===== src/shared/pmsr_pkg.sv =====
// Package for the synthesizer output mux, slip control and status register bank.
// Assumes a 24-bit internal register port behind the serial interface, 6-bit word addresses.
package pmsr_pkg;
	localparam int ADDR_W = 6;
	localparam int DATA_W = 24;

	// Register word addresses
	localparam logic [5:0] ADDR_OUT_CTRL  = 6'h1b;
	localparam logic [5:0] ADDR_SLIP_CTRL = 6'h1c;
	localparam logic [5:0] ADDR_RSVD_1D   = 6'h1d;
	localparam logic [5:0] ADDR_TSENS_EN  = 6'h1e;
	localparam logic [5:0] ADDR_STATUS    = 6'h1f;
	localparam logic [5:0] ADDR_RSVD_20   = 6'h20;
	localparam logic [5:0] ADDR_TEMP_RD   = 6'h21;
	localparam logic [5:0] ADDR_RSVD_22   = 6'h22;

	// Reset and fixed read values
	localparam logic [23:0] RST_OUT_CTRL  = 24'h000000;
	localparam logic [5:0]  RST_SLIP_CTRL = 6'h20;
	localparam logic [23:0] VAL_RSVD_20   = 24'h000020;
	localparam logic [6:0]  RST_TEMP      = 7'h1f;

	// Output control fields
	localparam int SEL_LSB   = 0;
	localparam int SEL_MSB   = 3;
	localparam int SDATA_LSB = 4;
	localparam int SDATA_MSB = 6;
	localparam int DRV_EN    = 7;
	localparam int DIS_LSB   = 8;
	localparam int DIS_MSB   = 10;
	localparam int OCTRL_W   = 11;

	// Slip control fields
	localparam int ADJ_LSB   = 0;
	localparam int ADJ_MSB   = 3;
	localparam int FORCE_BIT = 4;
	localparam int RSTB_BIT  = 5;
	localparam int SLIP_W    = 6;

	// Status fields
	localparam int ST_LOCK   = 0;
	localparam int ST_OVF_L  = 1;
	localparam int ST_OVF_H  = 3;
	localparam int ST_SWEEP  = 5;

	// Temperature code: floor((T+40)/17.5) = floor((2T+80)/35)
	localparam int TEMP_OFS2 = 80;
	localparam int TEMP_DIV2 = 35;
	localparam logic [6:0] TEMP_MAX = 7'h07;

	typedef enum logic [3:0] {
		PMSR_SEL_STATIC = 4'h0,
		PMSR_SEL_CLOCKS = 4'h1,
		PMSR_SEL_DETECT = 4'h2,
		PMSR_SEL_SAT    = 4'h3,
		PMSR_SEL_REFSIN = 4'h4,
		PMSR_SEL_INTEG  = 4'h6,
		PMSR_SEL_AUX    = 4'h7,
		PMSR_SEL_SWEEP  = 4'h8,
		PMSR_SEL_QUANT  = 4'ha
	} pmsr_sel_t;
endpackage


===== src/design/pmsr_regs.sv =====
// Output mux, slip-prevention control and read-only status registers of the synthesizer.
// Assumes all source signals and the register port are synchronous to clk_sys.
//
// Summary of operation
// - Four-bit select field picks which internal signals reach the three output pins.
// - Select 0000 drives pins 3,2,1 from static data bits 2,1,0.
// - Select 0001 gives external reference, divided reference, divided oscillator clocks.
// - Select 0010 gives detector up pulse, down pulse, lock one-shot window.
// - Select 0011 gives reference and oscillator saturation strobes, then max-gain strobe.
// - Select 0100 gives external reference, sine reference, synced fraction strobe.
// - Select 0110 gives modulator integrator bits 1,2,3 on pins 3,2,1.
// - Select 0111 gives auxiliary clock, ring-oscillator test output, modulator clock.
// - Select 1000 drives pin 3 low, pin 2 sweep-active, pin 1 reserved.
// - Select 1010 gives quantizer bits third, second, least significant.
// - Drive-enable bit 7 enables pin drivers; cleared leaves pins undriven.
// - Per-pin disable bits turn off pin 1, 2, 3 drivers; 000 keeps all.
// - Four-bit slip adjust field sets cycles of correction; zero disables.
// - Force bit set: detector reset follows software bit; else slip logic controls.
// - Reset-release bit resets to one, enables slip prevention with register 1 bit 15.
// - Status bit 0 reads one when locked.
// - Status bits 3:1 read one when a modulator overflow occurred.
// - Status bit 5 is set while a sweep runs, cleared otherwise.
// - Temperature code is floor((T+40)/17.5), saturating at 7 and 0.
`timescale 1ns/1ns
module pmsr_regs (
	input  wire logic        clk_sys,
	input  wire logic        rst_n,
	input  wire logic        reg_wr_en,
	input  wire logic        reg_rd_en,
	input  wire logic [5:0]  reg_addr,
	input  wire logic [23:0] reg_wdata,
	output logic      [23:0] reg_rdata_q,
	output logic             reg_rvalid_q,
	input  wire logic        xref_clk,
	input  wire logic        ref_div_clk,
	input  wire logic        osc_div_clk,
	input  wire logic        detector_up_pulse,
	input  wire logic        detector_down_pulse,
	input  wire logic        lock_window,
	input  wire logic        sat_ref_strobe,
	input  wire logic        sat_osc_strobe,
	input  wire logic        max_gain_strobe,
	input  wire logic        sine_ref,
	input  wire logic        synced_fraction_strobe,
	input  wire logic [3:1]  modulator_integrator_bits,
	input  wire logic        aux_clk,
	input  wire logic        ring_osc_test,
	input  wire logic        modulator_clock,
	input  wire logic [2:0]  quantizer_out,
	input  wire logic        locked_flag,
	input  wire logic [2:0]  modulator_overflow_flags,
	input  wire logic        sweep_active_status,
	input  wire logic        loop_reg1_bit15,
	input  wire logic        slip_logic_reset_n,
	input  wire logic        tsens_strobe,
	input  wire logic signed [7:0] temp_celsius,
	output logic      [3:1]  gpo_out_q,
	output logic      [3:1]  gpo_oe_n_q,
	output logic             detector_reset_n_q,
	output logic      [3:0]  slip_cycle_adjust_q,
	output logic             slip_prevention_q,
	output logic             tsens_enable_q
);
	logic [pmsr_pkg::OCTRL_W-1:0] octrl_q;
	logic [pmsr_pkg::SLIP_W-1:0]  slip_q;
	logic [6:0]                   temp_q;
	logic [3:1]                   gpo_d;
	logic [23:0]                  rdata_d;

	// Integer degrees in, so -22 still yields code 1 and -23 yields 0
	function automatic logic [6:0] temp_code(input logic signed [7:0] t);
		int v;
		v = 2 * int'(t) + pmsr_pkg::TEMP_OFS2;
		if (v < 0) begin
			temp_code = 7'h00;
		end else if ((v / pmsr_pkg::TEMP_DIV2) >= int'(pmsr_pkg::TEMP_MAX)) begin
			temp_code = pmsr_pkg::TEMP_MAX;
		end else begin
			temp_code = 7'(v / pmsr_pkg::TEMP_DIV2);
		end
	endfunction

	// Register writes
	always_ff @(posedge clk_sys) begin
		if (!rst_n) begin
			octrl_q <= pmsr_pkg::OCTRL_W'(pmsr_pkg::RST_OUT_CTRL);
		end else if (reg_wr_en && reg_addr == pmsr_pkg::ADDR_OUT_CTRL) begin
			octrl_q <= reg_wdata[pmsr_pkg::OCTRL_W-1:0];
		end
	end

	always_ff @(posedge clk_sys) begin
		if (!rst_n) begin
			slip_q <= pmsr_pkg::RST_SLIP_CTRL;
		end else if (reg_wr_en && reg_addr == pmsr_pkg::ADDR_SLIP_CTRL) begin
			slip_q <= reg_wdata[pmsr_pkg::SLIP_W-1:0];
		end
	end

	always_ff @(posedge clk_sys) begin
		if (!rst_n) begin
			tsens_enable_q <= 1'b0;
		end else if (reg_wr_en && reg_addr == pmsr_pkg::ADDR_TSENS_EN) begin
			tsens_enable_q <= reg_wdata[0];
		end
	end

	// Reading only updates on a strobe while enabled, so the sensor may sleep otherwise
	always_ff @(posedge clk_sys) begin
		if (!rst_n) begin
			temp_q <= pmsr_pkg::RST_TEMP;
		end else if (tsens_enable_q && tsens_strobe) begin
			temp_q <= temp_code(temp_celsius);
		end
	end

	// Output source select
	always_comb begin
		gpo_d = 3'b000;
		case (octrl_q[pmsr_pkg::SEL_MSB:pmsr_pkg::SEL_LSB])
			pmsr_pkg::PMSR_SEL_STATIC: begin
				gpo_d = octrl_q[pmsr_pkg::SDATA_MSB:pmsr_pkg::SDATA_LSB];
			end
			pmsr_pkg::PMSR_SEL_CLOCKS: begin
				gpo_d = {xref_clk, ref_div_clk, osc_div_clk};
			end
			pmsr_pkg::PMSR_SEL_DETECT: begin
				gpo_d = {detector_up_pulse, detector_down_pulse, lock_window};
			end
			pmsr_pkg::PMSR_SEL_SAT: begin
				gpo_d = {sat_ref_strobe, sat_osc_strobe, max_gain_strobe};
			end
			pmsr_pkg::PMSR_SEL_REFSIN: begin
				gpo_d = {xref_clk, sine_ref, synced_fraction_strobe};
			end
			pmsr_pkg::PMSR_SEL_INTEG: begin
				gpo_d = {modulator_integrator_bits[1], modulator_integrator_bits[2],
					modulator_integrator_bits[3]};
			end
			pmsr_pkg::PMSR_SEL_AUX: begin
				gpo_d = {aux_clk, ring_osc_test, modulator_clock};
			end
			pmsr_pkg::PMSR_SEL_SWEEP: begin
				gpo_d = {1'b0, sweep_active_status, 1'b0};
			end
			pmsr_pkg::PMSR_SEL_QUANT: begin
				gpo_d = quantizer_out;
			end
			default: begin
				gpo_d = 3'b000;
			end
		endcase
	end

	// Registered pins add one cycle; fast clocks are resampled at clk_sys rate
	always_ff @(posedge clk_sys) begin
		if (!rst_n) begin
			gpo_out_q <= 3'b000;
		end else begin
			gpo_out_q <= gpo_d;
		end
	end

	always_ff @(posedge clk_sys) begin
		if (!rst_n) begin
			gpo_oe_n_q <= 3'b111;
		end else begin
			gpo_oe_n_q <= ~({3{octrl_q[pmsr_pkg::DRV_EN]}}
				& ~octrl_q[pmsr_pkg::DIS_MSB:pmsr_pkg::DIS_LSB]);
		end
	end

	// Detector reset and slip prevention
	always_ff @(posedge clk_sys) begin
		if (!rst_n) begin
			detector_reset_n_q  <= 1'b1;
			slip_cycle_adjust_q <= 4'h0;
			slip_prevention_q   <= 1'b0;
		end else begin
			detector_reset_n_q  <= slip_q[pmsr_pkg::FORCE_BIT] ? slip_q[pmsr_pkg::RSTB_BIT]
				: slip_logic_reset_n;
			slip_cycle_adjust_q <= slip_q[pmsr_pkg::ADJ_MSB:pmsr_pkg::ADJ_LSB];
			slip_prevention_q   <= slip_q[pmsr_pkg::RSTB_BIT] && loop_reg1_bit15
				&& (slip_q[pmsr_pkg::ADJ_MSB:pmsr_pkg::ADJ_LSB] != 4'h0);
		end
	end

	// Read mux; unmapped addresses read zero
	always_comb begin
		rdata_d = 24'h000000;
		case (reg_addr)
			pmsr_pkg::ADDR_OUT_CTRL: begin
				rdata_d = 24'(octrl_q);
			end
			pmsr_pkg::ADDR_SLIP_CTRL: begin
				rdata_d = 24'(slip_q);
			end
			pmsr_pkg::ADDR_TSENS_EN: begin
				rdata_d = {23'h000000, tsens_enable_q};
			end
			pmsr_pkg::ADDR_STATUS: begin
				rdata_d[pmsr_pkg::ST_LOCK] = locked_flag;
				rdata_d[pmsr_pkg::ST_OVF_H:pmsr_pkg::ST_OVF_L] = modulator_overflow_flags;
				rdata_d[pmsr_pkg::ST_SWEEP] = sweep_active_status;
			end
			pmsr_pkg::ADDR_RSVD_20: begin
				rdata_d = pmsr_pkg::VAL_RSVD_20;
			end
			pmsr_pkg::ADDR_TEMP_RD: begin
				rdata_d = {17'h00000, temp_q};
			end
			default: begin
				rdata_d = 24'h000000;
			end
		endcase
	end

	always_ff @(posedge clk_sys) begin
		if (!rst_n) begin
			reg_rdata_q  <= 24'h000000;
			reg_rvalid_q <= 1'b0;
		end else begin
			reg_rvalid_q <= reg_rd_en;
			if (reg_rd_en) begin
				reg_rdata_q <= rdata_d;
			end
		end
	end
endmodule


===== config.mk =====
export PLATFORM = sky130hd
export DESIGN_NAME = pmsr_regs
export DESIGN_NICKNAME = d
export VERILOG_FILES = /design/src/shared/pmsr_pkg.sv /design/src/design/pmsr_regs.sv
export SDC_FILE = /design/constraint.sdc
export NUM_CORES = 1
export LEC_CHECK = 0
export BUFFER_PORTS_ARGS = -buffer_cell sky130_fd_sc_hd__buf_2
export CAP_MARGIN = 20
export CORE_ASPECT_RATIO = 1.4
export CORE_MARGIN = 3
export CORE_UTILIZATION = 35
export CTS_BUF_LIST = sky130_fd_sc_hd__clkbuf_4 sky130_fd_sc_hd__clkbuf_8 sky130_fd_sc_hd__clkbuf_16
export CTS_CLUSTER_SIZE = 24
export DETAILED_ROUTE_END_ITERATION = 10
export PLACE_DENSITY_LB_ADDON = 0.1
export SYNTH_ARGS = -nofsm -noshare
export SYNTH_HDL_FRONTEND = slang
export SYNTH_SLANG_ARGS = --single-unit

===== constraint.sdc =====
create_clock -name clk_sys -period 5.82 [get_ports clk_sys]
set_clock_uncertainty 0.15 [all_clocks]
set_input_delay 1.164 -clock clk_sys [delete_from_list [all_inputs] [get_ports clk_sys]]
set_output_delay 1.164 -clock clk_sys [all_outputs]
set_load 0.1 [all_outputs]

* Word level (Yosys, flattened, before mapping) *
Index checks and enable logic that the tools add are counted.

storage, ports and cells
  flip-flop bits (word level) = 62
  input port bits = 70
  output and inout port bits = 38

operators by class
  add/sub/neg operators = 1
  divide/modulo/power cells = 1
  magnitude comparators = 2
  eq/ne operators = 14
  multiplexer cells = 8
  bitwise operators = 3
  reductions and logical operators = 8

operator list
  kind                   count
  $div 32x7->32 const B  1
  $ge 32x4->1 const B    1
  $pmux 3 s9             1
  $eq 6x5->1 const B     4
  $pmux 4 s5             1
  $mux 7                 2
  $eq 4x3->1 const B     3
  $eq 6x6->1 const B     2
  $add 9x8->10 const B   1
  $lt 10x1->1 const B    1
  $pmux 5 s2             1
  $eq 4x2->1 const B     2
  $eq 4x4->1 const B     2
  $logic_and 1x1->1      6
  $not 3->3              2
  $pmux 1 s5             1
  $eq 4x1->1 const B     1
  $logic_not 4->1        1
  $reduce_bool 4->1      1
  $and 3x3->3            1
  $pmux 1 s3             1
  $mux 1                 1

* Longest topological paths before layout *
  depth in word-level cells = 5
  mapped depth = 21

* Least setup slack after synthesis *
No wires, ideal clock.

  path type = input to register
  start point = input port temp_celsius[0]
  end point = register temp_q[0]
  setup time = 0.145 ns
  arrival = 4.904 ns
  data required time = 5.525 ns
  setup slack = 0.621 ns
  cell stages on the path = 19
  path buffers = 2
  cells stage by stage = clkbuf_1 > inv_1 > ha_1 > clkbuf_1 > nand2b_1 > a32oi_1 > a21boi_2 > and2_1 > a31oi_1 > nor4b_4 > a311o_1 > nand2_1 > inv_1 > ha_1 > or4bb_1 > nand3_1 > a22oi_1 > a211oi_2 > o311ai_2

between the ends
  cells in the longest elaborated chain, start to end = 5
  elaborated cells on any way between the ends = 6

RTL lines
  element               RTL line                          text
  start, declared       pmsr_regs.sv:56                   input wire logic signed [7:0] temp_celsius,
  $add 9x8->10 (*)      pmsr_regs.sv:73                   v = 2 * int'(t) + pmsr_pkg::TEMP_OFS2;
  $div 32x7->32         pmsr_regs.sv:76, pmsr_regs.sv:79
  $ge 32x4->1           pmsr_regs.sv:76                   end else if ((v / pmsr_pkg::TEMP_DIV2) >= int'(pmsr_pkg::TEMP_MAX)) begin
  $mux 7                pmsr_regs.sv:76
  $mux 7 (*)            pmsr_regs.sv:74                   if (v < 0) begin
  end signal, assigned  pmsr_regs.sv:111                  temp_q <= pmsr_pkg::RST_TEMP;
  end signal, assigned  pmsr_regs.sv:113                  temp_q <= temp_code(temp_celsius);
  end, declared         pmsr_regs.sv:66                   logic [6:0] temp_q;

Mark *: on every way between the ends. The rest lies on a longest branch, timed or not.
A chain may end at the register's enable or synchronous reset.

* Worst setup path after layout *
  start point = input port temp_celsius[3]
  end point = register temp_q[0]

The elaborated chain is that of the path after synthesis.

==> summary.md <==
| Metric | Value |
|---|---|
| Status | complete, no violations |
| Max incr delay on CP | 0.55 ns |
| Core Util, Final | 0.4259 |
| Max-slew headroom | 0.5283 |
| Slowest CP cell | or4b_4 |
| Sw frac | 0.3314 |
| Clock network power share | 0.321 |
| Synth Area per Inst | 7.775 um^2 |
| Hold Path Origin | temp_q[4] |
| Hold buffer count at cts | 0 |
| Fmax | 192.0 MHz |
| Ys async rst share | 0 |
| Worst reg2reg path depth | 5 |
| Layout Nets | 613 |
| WHS Endpoint | temp_q[4] |
| # fillers | 1087 |
| Initial antenna violation count | 0 |
| Worst vdd ir | 0.0001073 V |
| Port bufs | 81 |
| WS Path Type | primary input to flip-flop |
| Main flop type after synthesis | dfxtp_1 |
| Switching pwr | 308.4 uW |
| Ant diodes | 0 |
| Final worst setup slack | 0.6121 ns |
| CTS root buf | clkbuf_16 |
| RR Startpoint | octrl_q[2] |
| Top Ports | 108 |
| Pint | 622.2 uW |
| CP Cell Sequence | buf_2, ha_1, or4b_4, or4b_4, o311ai_4, a21boi_2, a31oi_2, nor4b_4, a311o_1, nand2_1, inv_1, ha_1, or4bb_1, nand3_1, a22oi_1, a211oi_2, o311ai_2 |
| Synth unique cells | 85 |
| Post-Syn Area | 3670 um^2 |
| Clock buffer depth | 2 |
| Reg2reg end | gpo_out_q[1] |
| Hold Vio Cnt, Final | 0 |
| Die area | 11770 um^2 |
| CP Launch Type | primary input |
| Synth top area share | 0.2673 |
| Drc violations | 0 |
| DR pass1 iterations | 4 |
| Critical Path AT | 5.19 ns |
| TritonCTS Sinks | 49 |
| Min Tclk post-route | 5.208 ns |
| Worst setup EP type | flip-flop |
| Tcrit/Tclk final | 0.8948 |
| Largest net degree at the start of global routing | 46 |
| Die Ht | 127.2 um |
| Post-route ant nets | 0 |
| Leak pwr | 1.772 nW |
| Via count | 3574 |
| Post-synth EDFFs | 0 |
| Post-Route WL | 9.955 mm |
| Total negative slack | 0 ns |
| Worst Hold Class | flip-flop to flip-flop |
| Clock Latency Late Sink | 0.29 ns |
| Routed vias/inst | 5.311 |
| Post-Synthesis Cells | 472 |
| Worst-Margin Slew | 0.7076 ns |
| Final Total Pwr | 930.6 uW |
| Area of the core | 10060 um^2 |
| Req. time, crit path | 5.80 ns |
| GRT overflow | 0 |
| Postcts setup bufs | 0 |
| Power Dens Cells | 217.2 nW/um^2 |
| Syn. warnings | 0 |
| Cts bufs inserted | 5 |
| Placer congestion estimate | 0.8303 |
| Post-DP HPWL | 7.785 mm |
| Final Max Slew Viols | 0 |
| Share of post-route cells with drive strength above 1 | 0.2416 |
| CTS tree | done |
| Synthesis-to-layout area growth | 16.77% |
| Post-synth top cells | 71 x nand2_1, 49 x dfxtp_1, 27 x nand3_1 |
| Pre-CTS WS | 0.2812 ns |
| Largest fanout on the critical path | 9 |
| RSZ-0062 raised after global routing | no |
| Hold depth | 2 |
| First-pass GRT wire length | 15.91 mm |
| H-tree depth | 2 |
| Count leader, synth | nand2_1 |
| WL per Instance | 14.79 um |
| GRT Util Overall | 0.1651 |
| Die Wd | 92.54 um |
| Combinational power share | 0.314 |
| Iter 0 DRT Violations | 144 |
| Resized Gates After CTS | 0 |
| Reg power frac | 0.366 |
| Seq cells post-synth | 49 |
| Starting Density | 0.3648 |
| Clock slew at reported path FFs | 0.06 ns |
| Worst R2R Setup Slack | 3.88 ns |
| Area leader, netlist | dfxtp_1 |
| Synth area leaders | dfxtp_1 27%, nand2_1 7.3%, a21boi_0 4.7% |
| Vias in the first global route | 3325 |
| Fin Hold WS | 0.2928 ns |
| Max Cap Viol | 0 |
| Sequential element share of the synthesized area | 0.2673 |
| Final setup viols | 0 |
| Site Rows | 43 |
-- critical path: cells and delay by family --
| family | cells | cell delay, ns |
|---|---|---|
| AND/OR/NAND/NOR | 6 | 2.18 |
| AO/OA/AOI/OAI | 7 | 1.20 |
| adder cells (fa/ha/maj) | 2 | 0.41 |
| buffers and inverters | 2 | 0.23 |
-- kinds of logic (layout without fill, tap and decap cells) --
group                      after synthesis  in the layout  share of synthesized area
DFF                                     49             49                     0.2673
xor gates and xnor gates                 8              8                    0.01909
other                                    1             13                   0.001022
AOI/OAI and AO/OA                      128            128                     0.2707
buffers and inverters                   53            107                    0.07262
muxes                                    9              9                    0.03000
and+or+nand+nor                        218            218                     0.3188
adders and majority gates                6              6                    0.02046
-- stage by stage --
step | area (um^2) | std cells
4_1_cts | 4285 | 673
6_report | 4285 | 673
5_1_grt | 4285 | 673
3_5_place_dp | 4128 | 665
3_3_place_gp | 4128 | 665
2_1_floorplan | 3715 | 484
-- worst max-delay path by stage --
| stage | from | cells past startpoint | to |
|---|---|---|---|
| 3_5_place_dp | temp_celsius[0] | 18 | temp_q[0] |
| 6_report | temp_celsius[3] | 17 | temp_q[0] |
| 4_1_cts | temp_celsius[0] | 18 | temp_q[0] |
| 3_3_place_gp | temp_celsius[3] | 17 | temp_q[0] |
| 2_1_floorplan | temp_celsius[0] | 19 | temp_q[0] |
| 5_1_grt | temp_celsius[4] | 17 | temp_q[0] |
-- cell usage in the layout (no fill, tap or decap), drive strengths merged, types with 11 or more instances in the layout --
master,synthesis,final
conb,1,13
nand2,71,71
buf,20,91
nor2b,14,14
o21ai,15,15
a21oi,21,21
nand3,29,29
and2,11,11
a21boi,26,26
dfxtp,49,49
nor2,25,25
-- power by group through the flow --
stage               combinational (mW)  clock [mW]  sequential, mW
detailed placement               0.291           0           0.348
finish                           0.292       0.298           0.340
floorplan                        0.213           0           0.365
CTS                              0.292       0.312           0.340
global route                     0.320       0.320           0.341
global placement                 0.288           0           0.348
-- final cells by class --
type,count,area (um^2),area share
well taps,135,168.9,0.03942
clock buffers,7,152.6,0.03562
inverters,8,30.03,0.007007
multi-input cells,382,2467,0.5758
flip-flops and latches,49,980.9,0.2289
repair buffers,91,480.5,0.1121
clock inverters,1,5.005,0.001168
-- state kept, by name, indices dropped and copies added, names as in the netlist --
name / flops
gpo_oe_n_q: 3
octrl_q: 11
slip_q: 6
slip_cycle_adjust_q: 4
tsens_enable_q: 1
detector_reset_n_q: 1
reg_rdata_q: 11
slip_prevention_q: 1
gpo_out_q: 3
temp_q: 7
reg_rvalid_q: 1
-- routing by layer --
layer,part of all wire,global-route usage,routed length [um],vias up
met5,0,0,0,-
li1,-,-,-,1827
met2,0.51,0.3043,5079,89
met1,0.42,0.1879,4213,1644
met4,0.022,0.06912,217,0
met3,0.045,0.02297,445,14
No activity file was read; power rests on OpenSTA's default activity.
